[src/include/rcs_pkg.sv]
/*
 Package for the remote calibration sequencer: command codes, step range,
 adjust limits, value width and reset values.
 Assumes a decoded command arrives from a parser ahead of this block.
*/
package rcs_pkg;
   localparam int VAL_W = 16;
   localparam int STEP_W = 6;
   localparam int ARG_W = 16;
   localparam int PWD_W = 16;
   localparam logic [STEP_W-1:0] STEP_FIRST = 6'h03;
   localparam logic [STEP_W-1:0] STEP_LAST = 6'h37;
   localparam int NUM_STEPS = 56;
   localparam logic signed [ARG_W-1:0] ADJ_MIN = -16'sd100;
   localparam logic signed [ARG_W-1:0] ADJ_MAX = 16'sd100;
   localparam logic [PWD_W-1:0] PWD_NONE = 16'h0000;
   localparam logic [VAL_W-1:0] VAL_RESET = 16'h0000;

   typedef enum logic [2:0] {
      RCS_CMD_NONE,
      RCS_CMD_START,
      RCS_CMD_SAVE,
      RCS_CMD_ABORT,
      RCS_CMD_ADJUST,
      RCS_CMD_ADVANCE
   } rcs_cmd_t;

   typedef enum logic [1:0] {
      RCS_IDLE,
      RCS_CAL,
      RCS_COMMIT,
      RCS_RESTORE
   } rcs_state_t;
endpackage : rcs_pkg

[src/include/rcs_mem_if.sv]
/*
 Interface between the sequencer and its dual value memory.
 Assumes one clock shared by both ends.
*/
`timescale 1ns/1ps
`default_nettype none
interface rcs_mem_if;
   import rcs_pkg::*;
   logic [STEP_W-1:0] addr;
   logic              wr_work;
   logic              wr_store;
   logic [VAL_W-1:0]  wdata;
   logic              sel_store;
   logic [VAL_W-1:0]  rdata;
   modport seq (output addr, wr_work, wr_store, wdata, sel_store,
                input rdata);
   modport mem (input addr, wr_work, wr_store, wdata, sel_store,
                output rdata);
endinterface : rcs_mem_if
`default_nettype wire

[src/logic/rcs_value_mem.sv]
/*
 Working and stored calibration value memories with registered read.
 Assumes the sequencer drives one access per cycle.
*/
`timescale 1ns/1ps
`default_nettype none
module rcs_value_mem
   import rcs_pkg::*;
(
   input  wire logic ref_clk,
   rcs_mem_if.mem    mem
);
   // Power-on contents start at the reset value
   logic [VAL_W-1:0] work_mem  [NUM_STEPS] = '{default: VAL_RESET};
   logic [VAL_W-1:0] store_mem [NUM_STEPS] = '{default: VAL_RESET};
   logic [VAL_W-1:0] rdata_reg;

   always_ff @(posedge ref_clk) begin
      if (mem.wr_work) begin
         work_mem[mem.addr] <= mem.wdata;
      end
      if (mem.wr_store) begin
         store_mem[mem.addr] <= mem.wdata;
      end
      rdata_reg <= mem.sel_store ? store_mem[mem.addr] : work_mem[mem.addr];
   end

   assign mem.rdata = rdata_reg;
endmodule : rcs_value_mem
`default_nettype wire

[src/logic/rcs_sequencer.sv]
/*
 Remote calibration sequencer: calibration mode, password check, adjust,
 advance, save and abort of per-step calibration values.
 Assumes commands are decoded upstream from serial or GPIB and arrive as
 one-cycle strobes; the password is owned by the local keyboard path.
*/
`timescale 1ns/1ps
`default_nettype none
module rcs_sequencer
   import rcs_pkg::*;
(
   input  wire logic                  ref_clk,
   input  wire logic                  rstn,
   input  wire logic                  ser_cmd_valid,
   input  wire rcs_pkg::rcs_cmd_t     ser_cmd,
   input  wire logic [rcs_pkg::ARG_W-1:0] ser_arg,
   input  wire logic                  gpib_cmd_valid,
   input  wire rcs_pkg::rcs_cmd_t     gpib_cmd,
   input  wire logic [rcs_pkg::ARG_W-1:0] gpib_arg,
   input  wire logic [rcs_pkg::PWD_W-1:0] local_password,
   output logic                       cal_mode,
   output logic                       cal_busy,
   output logic [rcs_pkg::STEP_W-1:0] cal_step,
   output logic [rcs_pkg::VAL_W-1:0]  cal_value,
   output logic                       cal_start_denied
);
   import rcs_pkg::*;

   rcs_mem_if mif ();

   rcs_value_mem u_mem (
      .ref_clk (ref_clk),
      .mem     (mif)
   );

   // ----------------------------------------------------------------
   // Command merge
   // ----------------------------------------------------------------
   logic                    cmd_valid;
   rcs_cmd_t                cmd;
   logic signed [ARG_W-1:0] arg;

   always_comb begin
      // Serial and GPIB feed one decoder; serial wins a same-cycle tie
      cmd_valid = ser_cmd_valid | gpib_cmd_valid;
      cmd       = ser_cmd_valid ? ser_cmd : gpib_cmd;
      arg       = ser_cmd_valid ? ser_arg : gpib_arg;
   end

   // ----------------------------------------------------------------
   // Sequencer
   // ----------------------------------------------------------------
   rcs_state_t        state_reg, state_next;
   logic [STEP_W-1:0] step_reg, step_next;
   logic [STEP_W-1:0] walk_reg, walk_next;
   logic [VAL_W-1:0]  value_reg, value_next;
   logic              denied_reg, denied_next;
   logic              phase_reg, phase_next;
   logic              undo_reg, undo_next;
   logic              pwd_ok;
   logic              adj_ok;
   logic signed [ARG_W-1:0] sval;

   // Password is an input only: no command writes it
   assign pwd_ok = (local_password == PWD_NONE) ||
                   (arg == local_password);
   assign adj_ok = (arg >= ADJ_MIN) && (arg <= ADJ_MAX);
   assign sval   = $signed(value_reg);

   always_comb begin
      state_next    = state_reg;
      step_next     = step_reg;
      walk_next     = walk_reg;
      value_next    = value_reg;
      denied_next   = 1'b0;
      phase_next    = 1'b0;
      undo_next     = undo_reg;
      mif.addr      = step_reg;
      mif.wr_work   = 1'b0;
      mif.wr_store  = 1'b0;
      mif.wdata     = value_reg;
      mif.sel_store = 1'b0;
      case (state_reg)
         RCS_IDLE: begin
            if (cmd_valid && cmd == RCS_CMD_START) begin
               if (pwd_ok) begin
                  // First value comes through the registered read path
                  state_next = RCS_RESTORE;
                  step_next  = STEP_FIRST;
                  walk_next  = STEP_FIRST;
                  undo_next  = 1'b0;
               end else begin
                  denied_next = 1'b1;
               end
            end
         end
         RCS_CAL: begin
            if (cmd_valid) begin
               case (cmd)
                  RCS_CMD_ADJUST: begin
                     if (adj_ok) begin
                        value_next = VAL_W'(sval + arg);
                     end
                  end
                  RCS_CMD_ADVANCE: begin
                     mif.wr_work = 1'b1;
                     if (step_reg != STEP_LAST) begin
                        step_next = step_reg + 6'h01;
                     end
                     state_next = RCS_RESTORE;
                     walk_next  = step_next;
                  end
                  RCS_CMD_SAVE: begin
                     mif.wr_work = 1'b1;
                     state_next  = RCS_COMMIT;
                     walk_next   = STEP_FIRST;
                  end
                  RCS_CMD_ABORT: begin
                     state_next = RCS_RESTORE;
                     walk_next  = STEP_FIRST;
                     undo_next  = 1'b1;
                  end
                  default: begin
                  end
               endcase
            end
         end
         RCS_COMMIT: begin
            // Working set into stored set: read phase, then write phase,
            // since read data lag the address by one cycle
            mif.addr   = walk_reg;
            phase_next = !phase_reg;
            if (phase_reg) begin
               mif.wr_store = 1'b1;
               mif.wdata    = mif.rdata;
               walk_next    = walk_reg + 6'h01;
               if (walk_reg == STEP_LAST) begin
                  state_next = RCS_IDLE;
               end
            end
         end
         RCS_RESTORE: begin
            // After abort: stored set back into working set, two cycles
            // a word; otherwise reload the selected step's value
            mif.addr      = walk_reg;
            mif.sel_store = undo_reg;
            phase_next    = !phase_reg;
            if (phase_reg && undo_reg) begin
               mif.wr_work = 1'b1;
               mif.wdata   = mif.rdata;
               walk_next   = walk_reg + 6'h01;
               if (walk_reg == STEP_LAST) begin
                  state_next = RCS_IDLE;
               end
            end else if (phase_reg) begin
               state_next = RCS_CAL;
               value_next = mif.rdata;
            end
         end
         default: begin
            state_next = RCS_IDLE;
         end
      endcase
   end

   always_ff @(posedge ref_clk or negedge rstn) begin
      if (!rstn) begin
         state_reg  <= RCS_IDLE;
         step_reg   <= STEP_FIRST;
         walk_reg   <= STEP_FIRST;
         value_reg  <= VAL_RESET;
         denied_reg <= 1'b0;
         phase_reg  <= 1'b0;
         undo_reg   <= 1'b0;
      end else begin
         state_reg  <= state_next;
         step_reg   <= step_next;
         walk_reg   <= walk_next;
         value_reg  <= value_next;
         denied_reg <= denied_next;
         phase_reg  <= phase_next;
         undo_reg   <= undo_next;
      end
   end

   // ----------------------------------------------------------------
   // Outputs
   // ----------------------------------------------------------------
   logic mode_reg, busy_reg;
   logic [STEP_W-1:0] step_out_reg;
   logic [VAL_W-1:0]  val_out_reg;

   always_ff @(posedge ref_clk or negedge rstn) begin
      if (!rstn) begin
         mode_reg     <= 1'b0;
         busy_reg     <= 1'b0;
         step_out_reg <= STEP_FIRST;
         val_out_reg  <= VAL_RESET;
      end else begin
         mode_reg     <= (state_next != RCS_IDLE);
         busy_reg     <= (state_next == RCS_COMMIT) ||
                         (state_next == RCS_RESTORE);
         step_out_reg <= step_next;
         val_out_reg  <= value_next;
      end
   end

   assign cal_mode         = mode_reg;
   assign cal_busy         = busy_reg;
   assign cal_step         = step_out_reg;
   assign cal_value        = val_out_reg;
   assign cal_start_denied = denied_reg;

   // ----------------------------------------------------------------
   // Checks
   // ----------------------------------------------------------------
   AST_IDLE_IGNORES: assert property (@(posedge ref_clk) disable iff (!rstn)
      state_reg == RCS_IDLE && !(cmd_valid && cmd == RCS_CMD_START)
      |=> state_reg == RCS_IDLE)
      else $error("command acted on outside calibration");
   AST_PWD_DENY: assert property (@(posedge ref_clk) disable iff (!rstn)
      state_reg == RCS_IDLE && cmd_valid && cmd == RCS_CMD_START &&
      local_password != PWD_NONE && arg != local_password
      |=> state_reg == RCS_IDLE && cal_start_denied)
      else $error("start accepted with wrong password");
   AST_NO_PWD: assert property (@(posedge ref_clk) disable iff (!rstn)
      state_reg == RCS_IDLE && cmd_valid && cmd == RCS_CMD_START &&
      local_password == PWD_NONE
      |=> state_reg == RCS_RESTORE && step_reg == STEP_FIRST && cal_mode)
      else $error("start refused without password");
   AST_ADJ_ADD: assert property (@(posedge ref_clk) disable iff (!rstn)
      state_reg == RCS_CAL && cmd_valid && cmd == RCS_CMD_ADJUST && adj_ok
      |=> value_reg == VAL_W'($signed($past(value_reg)) + $past(arg)))
      else $error("adjust sum wrong");
   AST_ADJ_RANGE: assert property (@(posedge ref_clk) disable iff (!rstn)
      state_reg == RCS_CAL && cmd_valid && cmd == RCS_CMD_ADJUST && !adj_ok
      |=> $stable(value_reg))
      else $error("out of range adjust applied");
   AST_ADVANCE: assert property (@(posedge ref_clk) disable iff (!rstn)
      state_reg == RCS_CAL && cmd_valid && cmd == RCS_CMD_ADVANCE &&
      step_reg != STEP_LAST
      |-> mif.wr_work ##1 step_reg == $past(step_reg) + 6'h01)
      else $error("advance did not store and step");
   AST_SAVE: assert property (@(posedge ref_clk) disable iff (!rstn)
      state_reg == RCS_CAL && cmd_valid && cmd == RCS_CMD_SAVE
      |=> state_reg == RCS_COMMIT ##[100:110] state_reg == RCS_IDLE)
      else $error("save did not finish");
   AST_ABORT: assert property (@(posedge ref_clk) disable iff (!rstn)
      state_reg == RCS_CAL && cmd_valid && cmd == RCS_CMD_ABORT
      |=> !mif.wr_store throughout (##[1:120] state_reg == RCS_IDLE))
      else $error("abort stored values");
endmodule : rcs_sequencer
`default_nettype wire

[config.mk]
export PLATFORM = sky130hd
export DESIGN_NAME = rcs_sequencer
export DESIGN_NICKNAME = d
export VERILOG_FILES = /design/src/include/rcs_pkg.sv /design/src/include/rcs_mem_if.sv /design/src/logic/rcs_value_mem.sv /design/src/logic/rcs_sequencer.sv
export SDC_FILE = /design/constraint.sdc
export NUM_CORES = 2
export LEC_CHECK = 0
export BUFFER_PORTS_ARGS = -buffer_cell sky130_fd_sc_hd__buf_2
export CAP_MARGIN = 0
export CORE_ASPECT_RATIO = 1.1
export CORE_MARGIN = 10
export CORE_UTILIZATION = 65
export CTS_BUF_LIST = sky130_fd_sc_hd__clkbuf_2
export DETAILED_ROUTE_END_ITERATION = 12
export PLACE_DENSITY_LB_ADDON = 0.08
export SLEW_MARGIN = 20
export SYNTH_ARGS = -nofsm -noshare
export SYNTH_HDL_FRONTEND = slang
export SYNTH_HIERARCHICAL = 1
export SYNTH_SLANG_ARGS = --single-unit
[constraint.sdc]
create_clock -name ref_clk -period 9.8 [get_ports ref_clk]
set_input_delay 1.96 -clock ref_clk [delete_from_list [all_inputs] [get_ports ref_clk]]
set_output_delay 1.96 -clock ref_clk [all_outputs]
set_load 0.02 [all_outputs]
# After elaboration in Yosys (flattened, before gate mapping)
# Memories as Yosys holds them, arrays and structs flattened.
# Cells that the tools add are included.
[classes]
n_mux = 52
reduce_logical = 19
eq_ne = 24
bitwise_logic = 1
n_addsub = 3
order_cmp = 2
[op_table]
columns = ["operator", "n"]
rows = [
  ["16-bit 2-to-1 mux", 8],
  ["16-bit case mux with 2 select lines", 2],
  ["6-bit 2-to-1 mux", 9],
  ["6-bit case mux with 2 select lines", 2],
  ["6-bit case mux with 4 select lines", 1],
  ["1-bit 2-to-1 mux", 18],
  ["16-bit adder", 1],
  ["16-bit equality test", 1],
  ["16-bit by 8-bit greater-or-equal comparator with 1-bit output (second input constant)", 1],
  ["16-bit by 8-bit <= comparator with 1-bit output (second input constant)", 1],
  ["16-bit zero test", 1],
  ["2-bit inequality test (second input constant)", 8],
  ["5-bit AND reduction", 3],
  ["2-bit 2-to-1 mux", 7],
  ["6-bit by 1-bit adder with 6-bit output (second input constant)", 2],
  ["2-bit equality test (second input constant)", 4],
  ["2-bit case mux with 4 select lines", 1],
  ["2-bit OR reduction", 4],
  ["3-bit by 2-bit equality test with 1-bit output (second input constant)", 2],
  ["3-bit equality test (second input constant)", 2],
  ["6-bit equality test (second input constant)", 1],
  ["6-bit inequality test (second input constant)", 1],
  ["6-bit AND reduction", 1],
  ["2-bit nonzero test", 3],
  ["12 further kinds", 17],
]
[word_totals]
register_bits = 51
output_inout_bits = 25
n_memories = 2
input_bits = 58
ramBits = 1792
[mem_list]
columns = ["memory", "words", "word_bits", "read_ports", "rd_ports_with_merged_regs", "wr", "line_no", "text"]
rows = [
  ["u_mem.store_mem", 56, 16, 1, 0, 1, "rcs_value_mem.sv:15", "logic [VAL_W-1:0] store_mem [NUM_STEPS] = '{default: VAL_RESET};"],
  ["u_mem.work_mem", 56, 16, 1, 0, 1, "rcs_value_mem.sv:14", "logic [VAL_W-1:0] work_mem [NUM_STEPS] = '{default: VAL_RESET};"],
]

# Longest topological paths before layout
[logic_depth]
depth_word = 8
mapped_depth = 16
depth_no_buf = 11

# Cells and area by module
# Netlist, hierarchy kept.
[modules_own_cells]
columns = ["module", "seq_area_each_um2", "cells_per_inst", "area_per_inst_um2", "n_inst"]
rows = [
  ["rcs_value_mem", 54131.9, 3934, 69664.3, 1],
  ["rcs_sequencer", 880.8, 430, 3542.1, 1],
]

# Least setup slack after synthesis
# No wires, ideal clock.
[synth_path]
kind = "flip-flop to flip-flop"
start = "reg state_reg[0]"
end = "mem u_mem.store_mem[0][4], data pin"
arrival_ns = 5.548
path_stages_with_launch = 6
setup_slack_ns = 3.178
path_buffers = 3
period_less_slack_ns = 6.622
cell_sequence = "dfrtp_1 > clkbuf_1 > a21oi_1 > clkbuf_1 > clkbuf_1 > o21ai_0"
[synth_between]
elab_chain_cells = 2
word_cells_on_any_way = 3
classes_between = "eq/ne (2); mux (1)"
[synth_rtl]
columns = ["element", "line_no", "text"]
rows = [
  ["from (decl)", "rcs_sequencer.sv:53", "rcs_state_t state_reg, state_next;"],
  ["from (signal assigned)", "rcs_sequencer.sv:176", "state_reg <= state_next;"],
  ["2-bit equality test", "rcs_sequencer.sv:83", "case (state_reg)"],
  ["16-bit case mux with 2 select lines *", "rcs_sequencer.sv:83", ""],
  ["via mif.wdata[4]", "rcs_mem_if.sv:12", "logic [VAL_W-1:0] wdata;"],
  ["to (decl)", "rcs_value_mem.sv:15", ""],
]
# The timed path passes the listed nets; every way through them passes the cells marked *.

# Final worst setup path
[layout_path]
start = "reg state_reg[1]"
end = "reg u_mem.rdata_reg[14] (netlist: u_mem/mem.rdata[14])"
[layout_between]
elab_chain_cells = 5
word_cells_on_any_way = 8
classes_between = "eq/ne (2); mux (3); reduce/logical (1); memory (2)"
[layout_rtl]
columns = ["element", "line_no", "text"]
rows = [
  ["2-bit equality test", "rcs_sequencer.sv:83", ""],
  ["2-bit OR reduction (no source line) *", "--", ""],
  ["6-bit 2-to-1 mux *", "rcs_sequencer.sv:83", ""],
  ["via mif.addr[2]", "rcs_mem_if.sv:9", "logic [STEP_W-1:0] addr;"],
  ["memory read 56 x 16 bit, on equally long branches", "--", ""],
  ["16-bit 2-to-1 mux *", "rcs_value_mem.sv:25", "rdata_reg <= mem.sel_store ? store_mem[mem.addr] : work_mem[mem.addr];"],
  ["to (signal assigned)", "rcs_value_mem.sv:25", ""],
  ["to (decl)", "rcs_value_mem.sv:16", "logic [VAL_W-1:0] rdata_reg;"],
]
# Marks and branches as above.
# A chain may end at the register's enable or synchronous reset.

==> impl_metrics.csv <==
group,metric,value,unit
logic_synthesis,netlist_area,73200,um2
status,outcome,"complete, no violations",
timing,fmax,172,MHz
clock_tree,htree_num_levels,5,
power_and_ir_drop,power_density,168,nW/um2
timing,slew_viol_final,0,
logic_synthesis,async_reset_ff_frac,0.0190,
logic_synthesis,synth.distinct_cells,102,
drt,wirelength,228,mm
power_and_ir_drop,p_clk_frac,0.356,
logic_synthesis,synth_nets,4440,
logic_synthesis,netlist_top_cells_area,"edfxtp_1 (74%), a22oi_1 (3.3%), a221oi_1 (2.9%)",
floorplan,fp-row-count,129,
global_route,grt-busiest-layer,"met2",
power_and_ir_drop,p_leak,25.7,nW
final_layout,drive_gt1_frac,0.244,
global_route,grt_use_total,0.356,
timing,rsz0062_at_grt,"no",
setup_path,crit_path_end_kind,"register",
clock_tree,numCtsBuffers,439,
drt,route.detailed.drc,0,
power_and_ir_drop,combPwrFrac,0.009,
placed_design,place_area,75700,um2
global_route,grt_overflow_total,0,
timing,hold_viol_final,0,
floorplan,ioPinCount,83,
global_route,grt_max_degree,113,
floorplan,die_h,372,um
logic_synthesis,avgSynthCellArea,16.8,um2
setup_path,critPathLaunchType,"register",
floorplan,die-area,126000,um2
logic_synthesis,synth_area_leader_cell,"edfxtp_1",
setup_path,worst-path-max-fanout,51,
global_route,grt_pass1_wl,324,mm
setup_path,worstPathArrival,7.44,ns
logic_synthesis,yosys.area.top_type_share,0.735,
global_route,grt_util_met2,0.533,
final_layout,area_growth,8.64,%
final_layout,reg_top3,"u_mem/store_mem x896, u_mem/work_mem x896",
clock_tree,clk_path_buf_depth,4,
clock_tree,path_clk_slew,0.11,ns
drt,vias,47200,
logic_synthesis,ys_ff_latch,1843,
setup_path,critPathKind,"reg2reg",
power_and_ir_drop,p_int,10.4,mW
timing,period_share,0.595,
timing,tns,0,ns
clock_tree,clkLatencyLatePin,1.81,ns
clock_tree,postCtsHoldBufs,0,
global_route,grt_use_met3,0.103,
global_route,grt_pass1_vias,45700,
timing,clock_skew,0.182,ns
flow_run,cap_violations,0,
logic_synthesis,ys_seq_area_frac,0.751,
logic_synthesis,yosys_warnings,6,
global_route,use_met1,0.460,
floorplan,start_util,0.653,
drt,wl_per_cell,34.4,um
final_layout,fillers,7448,
power_and_ir_drop,p_switching,3.01,mW
floorplan,coreArea,112000,um2
min_path,hold_class,"in2async",
clock_tree,post_cts_buffers,0,
clock_tree,cts.sinks,1843,
timing,worstMarginPinSlew,1.25,ns
drt,ant_nets,0,
timing,setup_viol,0,
clock_tree,post_cts_resized,0,
placed_design,place_congestion,0.973,
placed_design,hpwlAfterDp,135,mm
placed_design,port_buffers,82,
setup_path,crit_required,11.41,ns
power_and_ir_drop,ir_drop,0.122,mV
logic_synthesis,synth_flop_cell,"edfxtp_1",
drt,viasPerCell,7.15,
drt,drt_iter0_drc,7715,
logic_synthesis,synth_edf_count,1792,
power_and_ir_drop,p_sw_frac,0.224,
power_and_ir_drop,p_seq_frac,0.635,
drt,dr.pass1.iters,6,
final_layout,finish.net_count,4855,
global_route,antenna_found_initial,13,
floorplan,dieWidth,340,um
logic_synthesis,syn_inst,4364,
timing,min_period,5.83,ns
clock_tree,cts_tree,"built",
timing,relSlewSlack,0.156,
final_layout,fin_area,79500,um2
clock_tree,cts-root-buf,"clkbuf_2",
[placed cells by master (no fill, tap or decap), types with 22 or more instances in the layout]
master	instances
edfxtp_1	1792
clkbuf_2	658
a22oi_1	326
nor2_1	246
a221oi_1	246
buf_4	208
nand2_1	139
mux2_2	134
o21ai_0	114
a21oi_1	109
mux2i_1	93
clkinv_1	84
buf_2	82
o22ai_1	79
mux4_2	45
a31oi_1	40
a22o_1	39
a221o_1	36
dfrtp_1	31
inv_1	30
o221ai_1	28
nor3_1	23
nand3_1	22
[metrics by stage]
step	instances	utilization	power (mW)	setup slack (ns)	hold slack, ns
2_1_floorplan	4364	-	8.76	3.18	0.450
3_3_place_gp	5841	0.675	8.80	4.14	0.476
3_5_place_dp	5842	0.675	8.80	4.33	0.483
4_1_cts	6598	0.708	13.4	4.35	0.198
5_1_grt	6605	0.709	13.9	3.96	0.235
6_report	6608	0.709	13.4	3.97	0.316
[synth_stat cells (all sizes together) (20+ instances only)]
| cell | count |
|---|---|
| dfrtp | 31 |
| o221ai | 28 |
| nand3 | 22 |
| o211ai | 20 |
| nand4 | 20 |
| mux2 | 155 |
| a31oi | 40 |
| a221o | 36 |
| buf | 242 |
| a21oi | 112 |
| o22a | 21 |
| clkbuf | 81 |
| o22ai | 80 |
| nor2 | 257 |
| a221oi | 251 |
| nand2 | 146 |
| inv | 33 |
| a22oi | 326 |
| edfxtp | 1792 |
| o21ai | 132 |
| mux4 | 45 |
| a22o | 39 |
| nor3 | 25 |
| mux2i | 98 |
[worst max-delay path, stage by stage (launching register included)]
cell and delay, ns:
dfrtp_1 0.98, nand2_1 0.25, o21ai_4 0.11, buf_4 0.61, buf_4 0.75, buf_4 0.51
mux2_2 0.40, a221o_1 0.30, a22oi_1 0.40, o22ai_1 0.20, nor4_1 1.00, a41oi_1 0.07
[routing by layer]
| metal | vias up | part of all wire | routed length (um) |
|---|---|---|---|
| li1 | 19100 | - | - |
| met1 | 23400 | 0.34 | 77000 |
| met2 | 3978 | 0.45 | 102000 |
| met3 | 788 | 0.14 | 31700 |
| met4 | 12 | 0.073 | 16600 |
| met5 | - | 0.00059 | 135 |
[final timing paths]
path,startpoint,to,slack (ns),cells past startpoint
hold reg to reg,walk_reg[0]$_DFFE_PN1P_,walk_reg[0]$_DFFE_PN1P_,0.50,2
min in group ref_clk,walk_reg[0]$_DFFE_PN1P_,walk_reg[0]$_DFFE_PN1P_,0.50,2
hold / removal,rstn,state_reg[0]$_DFF_PN0_,0.32,1
max in group asynchronous,rstn,walk_reg[2]$_DFFE_PN0P_,8.90,1
setup / recovery,state_reg[1]$_DFF_PN0_,u_mem/mem.rdata[14]$_DFF_P_,3.97,11
setup reg to reg,state_reg[1]$_DFF_PN0_,u_mem/mem.rdata[14]$_DFF_P_,3.97,11
[cell type report]
type                    count  area (um2)  area share
flip-flops and latches   1843       55000       0.692
multi-input cells        2165       16600       0.209
clock buffers             658        3290      0.0414
repair buffers            297        2130      0.0267
well taps                1506        1880      0.0237
clock inverters            98         452     0.00568
inverters                  33         130     0.00164
diodes                      8        20.0    0.000252
[cells by family (layout without fill, tap and decap cells)]
family | Yosys count | count (layout) | share of synthesized area
compound gates | 1205 | 1205 | 0.123
xor+xnor | 32 | 32 | 0.00383
fa+ha+maj | 18 | 18 | 0.00318
buf+inv | 356 | 1086 | 0.0266
flops | 1843 | 1843 | 0.751
mux | 298 | 298 | 0.0518
other cells | 0 | 8 | 0
simple gates | 612 | 612 | 0.0404
[power groups by stage]
stage	clock [mW]	sequential, mW	combinational, mW
2_1_floorplan	0	8.68	0.0772
5_1_grt	5.24	8.50	0.131
3_5_place_dp	0	8.68	0.119
3_3_place_gp	0	8.68	0.117
4_1_cts	4.82	8.50	0.119
6_report	4.77	8.50	0.121
Note: power is estimated with default switching activity, not from simulation.
